[src/rtl/brl_pkg.sv]
// Purpose: Constants and carriers for the boost limit and ADC readback registers
// Assumes: 16-bit register words addressed by an 8-bit command code
// Notes: Millivolt figures are integers; the voltage step is 16656/2048 mV
package brl_pkg;
  // Command codes (register offsets)
  localparam logic [7:0] BRL_ADC_READBACK_OFF = 8'h23;
  localparam logic [7:0] BRL_BOOST_VOLT_OFF = 8'h3b;
  localparam logic [7:0] BRL_BOOST_CURR_OFF = 8'h3c;
  // Voltage limit field layout
  localparam int BRL_VOLT_LSB = 2;
  localparam int BRL_VOLT_MSB = 13;
  localparam int BRL_VOLT_RSV_LSB = 14;
  // Current limit field layout
  localparam int BRL_CURR_LSB = 8;
  localparam int BRL_CURR_MSB = 14;
  localparam int BRL_CURR_RSV_BIT = 15;
  // Reset values
  localparam logic [11:0] BRL_VOLT_RESET = 12'h000;
  localparam logic [6:0] BRL_CURR_RESET = 7'h00;
  localparam logic [15:0] BRL_ADC_RESET = 16'h0000;
  // Voltage scale: top bit weight over top bit value (2048)
  localparam logic [31:0] BRL_VOLT_TOP_MV = 32'd16656;
  localparam int BRL_VOLT_SCALE_SHIFT = 11;
  localparam logic [15:0] BRL_VOLT_MIN_MV = 16'd3000;
  localparam logic [15:0] BRL_VOLT_MAX_MV = 16'd20800;
  localparam logic [15:0] BRL_VOLT_OFFSET_MV = 16'd1280;
  // Current scale
  localparam logic [5:0] BRL_CURR_STEP_MA = 6'd50;

  typedef struct packed {
    logic wr;
    logic rd;
    logic [7:0] cmd;
    logic [15:0] wdata;
  } brl_req_t;

  typedef struct packed {
    logic valid;
    logic [7:0] input_bus_voltage;
    logic [7:0] system_power_monitor;
  } brl_adc_t;

  typedef struct packed {
    logic [11:0] volt_r;
    logic [6:0] curr_r;
    logic [15:0] adc_r;
    logic [15:0] rdata_r;
    logic rvalid_r;
    logic rejected_r;
    logic clamped_r;
    logic [15:0] volt_mv_r;
    logic [12:0] curr_ma_r;
  } brl_state_t;
endpackage

[src/rtl/brl_regs.sv]
// Purpose: Boost output limit registers and input bus / system power ADC readback
// Assumes: SMBus framing is decoded outside; one request per cycle at most
// Notes: Answers and flags appear one cycle after the request is taken

// How it works
// - Bits 13:2 of the boost voltage register hold a 12-bit limit whose value sets the voltage.
// - A write with ones in the upper reserved bits of either limit register is rejected as invalid.
// - The low reserved bits of both limit registers are dropped on write and read back as zero.
// - Bits 14:8 of the boost current register hold a 7-bit limit in 50 mA steps.
// - Both limit registers come out of reset as zero.
// - The readback register shows the input bus voltage code in its upper byte.
// - The readback register shows the system power monitor code in its lower byte.
// - A voltage write whose resulting setting is below 3 V or above 20.8 V is ignored.
// - With the offset disable input low, 1.28 V is added to the voltage setting.
module brl_regs (
  // Clock and reset
  input wire logic i_clock,
  input wire logic i_reset_n,
  // Register requests
  input brl_pkg::brl_req_t i_req,
  output logic [15:0] o_rdata,
  output logic o_rvalid,
  output logic o_write_rejected,
  output logic o_write_clamped,
  // Converter side
  input brl_pkg::brl_adc_t i_adc,
  input wire logic i_volt_offset_disable,
  output logic [15:0] o_boost_voltage_mv,
  output logic [12:0] o_boost_current_ma
);
  import brl_pkg::*;

  brl_state_t st_r;
  brl_state_t st_nxt;

  // Setting in mV; offset tracks the live input, not the value at write time
  function automatic logic [15:0] volt_mv(input logic [11:0] code, input logic off_dis);
    logic [31:0] prod;
    prod = ({20'h0, code} * BRL_VOLT_TOP_MV) >> BRL_VOLT_SCALE_SHIFT;
    return prod[15:0] + (off_dis ? 16'h0000 : BRL_VOLT_OFFSET_MV);
  endfunction

  logic [11:0] wr_volt_code;
  logic [15:0] wr_volt_mv;
  logic wr_volt;
  logic wr_curr;
  assign wr_volt_code = i_req.wdata[BRL_VOLT_MSB:BRL_VOLT_LSB];
  assign wr_volt_mv = volt_mv(wr_volt_code, i_volt_offset_disable);
  assign wr_volt = i_req.wr && i_req.cmd == BRL_BOOST_VOLT_OFF;
  assign wr_curr = i_req.wr && i_req.cmd == BRL_BOOST_CURR_OFF;

  always_comb begin
    st_nxt = st_r;
    st_nxt.rvalid_r = i_req.rd;
    st_nxt.rejected_r = 1'b0;
    st_nxt.clamped_r = 1'b0;
    if (i_adc.valid) begin
      st_nxt.adc_r = {i_adc.input_bus_voltage, i_adc.system_power_monitor};
    end
    if (wr_volt) begin
      if (i_req.wdata[15:BRL_VOLT_RSV_LSB] != 2'b00) begin
        st_nxt.rejected_r = 1'b1;
      end else if (wr_volt_mv < BRL_VOLT_MIN_MV || wr_volt_mv > BRL_VOLT_MAX_MV) begin
        st_nxt.clamped_r = 1'b1;
      end else begin
        st_nxt.volt_r = wr_volt_code;
      end
    end
    if (wr_curr) begin
      if (i_req.wdata[BRL_CURR_RSV_BIT]) begin
        st_nxt.rejected_r = 1'b1;
      end else begin
        st_nxt.curr_r = i_req.wdata[BRL_CURR_MSB:BRL_CURR_LSB];
      end
    end
    // Writes to the readback code fall through here untouched
    if (i_req.rd) begin
      unique case (i_req.cmd)
        BRL_ADC_READBACK_OFF: st_nxt.rdata_r = st_r.adc_r;
        BRL_BOOST_VOLT_OFF: st_nxt.rdata_r = {2'b00, st_r.volt_r, 2'b00};
        BRL_BOOST_CURR_OFF: st_nxt.rdata_r = {1'b0, st_r.curr_r, 8'h00};
        default: st_nxt.rdata_r = 16'h0000;
      endcase
    end
    st_nxt.volt_mv_r = volt_mv(st_r.volt_r, i_volt_offset_disable);
    st_nxt.curr_ma_r = 13'(st_r.curr_r * BRL_CURR_STEP_MA);
  end

  always_ff @(posedge i_clock or negedge i_reset_n) begin
    if (!i_reset_n) begin
      st_r <= '{volt_r: BRL_VOLT_RESET, curr_r: BRL_CURR_RESET, adc_r: BRL_ADC_RESET,
                rdata_r: 16'h0000, rvalid_r: 1'b0, rejected_r: 1'b0, clamped_r: 1'b0,
                volt_mv_r: 16'h0000, curr_ma_r: 13'h0000};
    end else begin
      st_r <= st_nxt;
    end
  end

  assign o_rdata = st_r.rdata_r;
  assign o_rvalid = st_r.rvalid_r;
  assign o_write_rejected = st_r.rejected_r;
  assign o_write_clamped = st_r.clamped_r;
  assign o_boost_voltage_mv = st_r.volt_mv_r;
  assign o_boost_current_ma = st_r.curr_ma_r;
endmodule // brl_regs

[config.mk]
export PLATFORM = sky130hd
export DESIGN_NAME = brl_regs
export DESIGN_NICKNAME = d
export VERILOG_FILES = /design/src/rtl/brl_pkg.sv /design/src/rtl/brl_regs.sv
export SDC_FILE = /design/constraint.sdc
export NUM_CORES = 1
export LEC_CHECK = 0
export BUFFER_PORTS_ARGS = -buffer_cell sky130_fd_sc_hd__buf_2
export CAP_MARGIN = 15
export CORE_ASPECT_RATIO = 2
export CORE_MARGIN = 2
export CORE_UTILIZATION = 40
export CTS_BUF_LIST = sky130_fd_sc_hd__clkbuf_2 sky130_fd_sc_hd__clkbuf_4 sky130_fd_sc_hd__clkbuf_8
export DETAILED_ROUTE_END_ITERATION = 16
export PLACE_DENSITY_LB_ADDON = 0.2
export SKIP_LAST_GASP = 1
export SYNTH_ARGS = -nofsm -noshare
export SYNTH_HDL_FRONTEND = slang
export SYNTH_SLANG_ARGS = --single-unit
[constraint.sdc]
create_clock -name i_clock -period 4.5 [get_ports i_clock]
set_clock_uncertainty 0.05 [all_clocks]
set_input_delay 1.35 -clock i_clock [delete_from_list [all_inputs] [get_ports i_clock]]
set_output_delay 1.35 -clock i_clock [all_outputs]
set_load 0.05 [all_outputs]
* Yosys cells after proc, flatten, opt, wreduce, memory -nomap -nowiden
Cells that the tools add are included.
** Storage, ports and cells
- Register bits after elaboration :: 82
- Bits of input ports :: 46
- Output and inout bits :: 48
- Word-level logic and storage cells :: 36
** Cells by class
- Add/subtract/negate cells :: 2
- Multiply operators :: 3
- $lt $le $gt $ge :: 2
- Equality and inequality tests :: 3
- Muxes and demuxes :: 8
- Bitwise logic cells :: 3
- Reductions and logical operators :: 6
** Operators with widths (count)
- case mux 16 bit (3 select lines) :: 1
- multiplier 12 x 11 -> 23 bit, second input constant :: 2
- == test 8 x 6 -> 1 bit, second input constant :: 3
- adder 16 x 11 -> 16 bit :: 1
- adder 16 bit :: 1
- > comparator 16 x 15 -> 1 bit, second input constant :: 1
- less-than comparator 16 x 12 -> 1 bit, second input constant :: 1
- multiplier 7 x 5 -> 12 bit, second input constant :: 1
- 2-to-1 mux 11 bit :: 1
- 2-to-1 mux 1 bit :: 5
- NOT 1 bit :: 3
- AND reduction 3 bit :: 1
- logical AND 1 bit :: 2
- 2-to-1 mux 2 bit :: 1
- AND reduction 2 bit :: 1
- nonzero test 2 bit :: 1
- logical OR 1 bit :: 1

* Longest topological paths before layout
- Depth in word-level cells :: 9
- Gate-level depth with buffers :: 23
- Mapped depth without buffers :: 21

* Worst setup path after synthesis
Ideal clock, no wire load.
- Path type :: input -> register
- Start point :: input i_req[3] (netlist name)
- End point :: register st_r[73] (netlist name)
- Arrival :: 6048 ps
- Data required time :: 4325 ps
- Setup slack :: -1723 ps
- Stages on the path :: 22
- Cells stage by stage :: ha_1 -> fa_1 -> ha_1 -> ha_1 -> o21a_1 -> o311ai_1 -> o21ba_2 -> o21ai_0 -> a31oi_1 -> xnor2_1 -> ha_1 -> nand2_1 -> nor4b_1 -> a211oi_1 -> o311ai_0 -> and3_2 -> o21ai_0 -> o41ai_1 -> a41o_2 -> nand4_4 -> buf_12 -> mux2_4
** Between the ends
- Cells in the longest elaborated chain, start to end :: 6
** RTL lines
- start, declared :: RTL line brl_regs.sv:20 : input brl_pkg::brl_req_t i_req,
- multiplier 12 x 11 -> 23 bit * :: RTL line brl_regs.sv:39 : prod = ({20'h0, code} * BRL_VOLT_TOP_MV) >> BRL_VOLT_SCALE_SHIFT;
- adder 16 bit * :: RTL line brl_regs.sv:40 : return prod[15:0] + (off_dis ? 16'h0000 : BRL_VOLT_OFFSET_MV);
- less-than comparator 16 x 12 -> 1 bit / > comparator 16 x 15 -> 1 bit (equally long branches) :: RTL line brl_regs.sv:63 : end else if (wr_volt_mv < BRL_VOLT_MIN_MV || wr_volt_mv > BRL_VOLT_MAX_MV) begin
- logical OR 1 bit * :: RTL line brl_regs.sv:63
- NOT 1 bit (no source line) *
- AND reduction 3 bit (no source line) *
- end signal, assigned :: RTL line brl_regs.sv:91 : st_r <= '{volt_r: BRL_VOLT_RESET, curr_r: BRL_CURR_RESET, adc_r: BRL_ADC_RESET,
- end signal, assigned :: RTL line brl_regs.sv:95 : st_r <= st_nxt;
- end, declared :: RTL line brl_regs.sv:33 : brl_state_t st_r;
Mark *: on every way between the ends. The rest lies on a longest branch, timed or not.
A chain may end at the register's enable or synchronous reset.

* Worst setup path after layout
- Start point :: input i_req[3] (netlist name)
- End point :: register st_r[76] (netlist name)
Same word-level chain as after synthesis.

==> metrics <==
CP endpoint kind=register; final WL=17.09 mm; GRT Total Usage=20.53%; Sum Neg Setup Slack=-18.78 ns; FMAX=0.1672 GHz; Hold Slack=~0.46 ns; Root Driver=clkbuf_8; core area=0.01578 mm²; Comb power frac=36.4%; min-delay worst type=reg -> reg; crit path cell chain=buf_8 > ha_4 > fa_1 > ha_4 > ha_4 > o21a_1 > o311ai_4 > o21ba_4 > o21ai_2 > a31oi_1 > xnor2_1 > ha_1 > nand2_2 > nor2_2 > a211oi_2 > o311ai_4 > a21oi_2 > buf_4 > o21ai_4 > o41ai_4 > a41o_2 > nand4_4 > clkbuf_16 > mux2_4; status=finished with violations; Cell Rows=65; storage element area=~0.0021 mm²; Hold Vio Cnt, Final=0; vias in the first global route=5,387; worst path required time=4.70 ns; RSZ-0062 raised after global routing=true; drt pass-1 iters=4; Top FF cell, synth=dfrtp_1; initial detailed-routing violation count=248; setup ws final=-1.483 ns; Distinct cells, synth=72; hpwl dp=approximately 14 mm; syn nets=between 700 and 800; clock network fraction of design power=27.4%; reg-to-reg endpoint=o_boost_voltage_mv[14]$_DFF_PN0_; NetSw=0.7168 mW; synth warn=0; Slew headroom=46.96%; Starting Density=40.67%; Cell Pwr Density=about 280 mW/mm²; min-delay src=st_r[63]$_DFFE_PN0P_; Setup CP Type=in -> reg; gp weighted congestion=between 0.8 and 0.9; synth-to-layout area growth=23.53%; die height=approximately 180 µm; Seq pwr share=a little over a third; width of the die=93.57 µm; asr flop ratio synth=100.0%; capture point of the worst path=st_r[76]$_DFFE_PN0P_; Switching Share=32.85%; drt via density=between 5 and 6; crit path DAT=just over 6 ns; R2R depth=16; number of synthesized flops with an enable pin=0; Post-CTS Hold Fix Bufs=0; Overflow after GRT=0; post-detailed-route count of antenna-violating nets=0; CP peak stage delay=0.53 ns; CP max stage cell=fa_1; IO buf count=90; Max FO, Critical Path=6; clock slew at reported path FFs=0.08 ns; most frequent cells in the layout=ha_1, buf_4, buf_2; RR Startpoint=st_r[78]$_DFFE_PN0P_; Worst Tran Pin Value=0.7956 ns; CTS tree=yes; Cell Area, Synth=0.006417 mm²; # Max-Cap Violations=0; # clock sinks=82; Clock Tree Buf Depth=2; cell mode on critical path=ha_4; diode count=0; first-pass GRT wire length=26.72 mm; Syn Inst Count=604; via count=5,061; Synth Register Bits=82; max-slew violation count=0; H-tree depth=3; crit path from=i_req[3]; DIE AREA=between 0.015 and 0.02 mm²; Syn Area/Cell=10.62 µm²; CP Launch Type=primary input; Ports=94; most common cell after layout, fill and taps aside=ha_1; largest net degree at the start of global routing=64; Int Power=1.466 mW; Leakage=4.214 nW; final core occ=between 50% and 60%; R2R Setup Slk=0.33 ns; fill count=1,489; Worst Hold Depth=2; VDD IR max=roughly 130 µV; initial antenna violation count=0; post-route total power=2.182 mW; area of the multi-input gates=0.004046 mm²; clock latency on the worst-skew pair=0.37 ns; post-synthesis sequential area ratio=between 30% and 40%; final setup fails=13; wire per inst=18.09 µm; failing checks=setup timing; share of layout cells above drive strength 1=36.96%; minimum clock period=between 5 and 6 ns; drt drc=0; Final nets=907; final worst-path cycle share=132.9%; TritonCTS Buffers=9
-- cell usage after synthesis, types with 3 or more instances --
master	instances	share of area, %
dfrtp_1	82	32
and3_1	3	0.29
nand3_1	12	0.94
a31oi_1	7	0.68
a222oi_1	3	0.47
nand2b_1	3	0.29
ha_1	115	22
a22o_1	3	0.41
or4_1	3	0.35
buf_4	46	5.4
a21boi_0	3	0.35
a21oi_2	3	0.41
a211oi_1	4	0.47
a32oi_1	3	0.41
xnor2_1	23	3.1
nor2b_1	5	0.49
o22ai_1	6	0.58
clkbuf_1	6	0.35
buf_2	4	0.31
nor2_1	25	1.5
o21bai_1	7	0.82
fa_1	6	1.9
o21a_1	8	0.94
xor2_1	13	1.8
nor3_1	4	0.31
a21oi_1	34	2.7
mux2_4	10	2.3
nand2_1	15	0.88
a21o_1	11	1.3
o21ai_0	18	1.4
a22oi_1	8	0.94
inv_1	34	2.0
mux2_2	23	4.0
nor4_1	5	0.49
-- sequential cells by signal, summed over array words and instances (netlist names) --
register,flops
o_write_clamped,1
o_rvalid,1
o_write_rejected,1
o_boost_current_ma,12
o_rdata,16
o_boost_voltage_mv,16
st_r,35
-- repair_timing --
action                     in CTS  in global routing
pin swaps                       5                 23
setup buffers                   3                  5
setup endpoints to repair      13                 13
cloned                          1                  0
gates resized for setup        20                 17
-- worst min-delay path by stage --
stage	end	slack [ns]
after detailed placement	o_rdata[15]$_DFFE_PN0P_	0.44
after floorplan	o_boost_current_ma[3]$_DFF_PN0_	0.37
final	o_rdata[15]$_DFFE_PN0P_	0.46
after CTS	o_rdata[15]$_DFFE_PN0P_	0.47
after global placement	o_rdata[1]$_DFFE_PN0P_	0.43
after global routing	st_r[59]$_DFFE_PN0P_	0.49
-- through the flow --
step                instance area (µm²)  worst slack, ns  instances
CTS                                7802           -1.358        940
floorplan                          6533           -1.481        604
global placement                   7441           -1.746        921
detailed placement                 7441           -1.866        921
global route                       7928           -1.601        945
finish                             7928           -1.483        945
-- cell families after synthesis --
group / synth area share, %
xor+xnor: 4.913
buf+inv: 8.969
other cells: 0.05843
compound gates: 15.07
simple gates: 8.189
mux: 6.531
flops: 31.98
fa+ha+maj: 24.29
-- power groups by stage --
stage	registers (mW)	logic (mW)	clock network (mW)
finish	0.789	0.795	0.598
floorplan	0.800	0.441	0
global route	0.793	0.854	0.645
detailed placement	0.804	0.699	0
global placement	0.803	0.685	0
CTS	0.790	0.738	0.615
-- worst max-delay path: cells and delay by family --
kind	cells	cell delay [ns]
muxes	1	0.29
AOI/OAI and AO/OA	11	2.03
buffers and inverters	3	0.43
and+or+nand+nor	3	0.32
adders and majority gates	5	1.59
xor gates and xnor gates	1	0.15
-- routing by layer --
metal / vias to the layer above / track usage (%) / wire length [µm]
met5: - / 0 / 0
met4: 0 / 10.96 / 884
met3: 40 / 2.260 / 425
met2: 106 / 42.30 / 10340
met1: 2477 / 18.42 / 5442
li1: 2438 / - / -
-- layout make-up --
| type | instances | area share [%] |
|---|---|---|
| clock buffers | 11 | 1.831 |
| clock inverters | 4 | 0.9628 |
| inverters | 34 | 1.610 |
| multi-input cells | 428 | 51.04 |
| flip-flops and latches | 82 | 25.88 |
| repair buffers | 185 | 15.50 |
| well taps | 201 | 3.172 |
No activity file was read; power rests on OpenSTA's default activity.
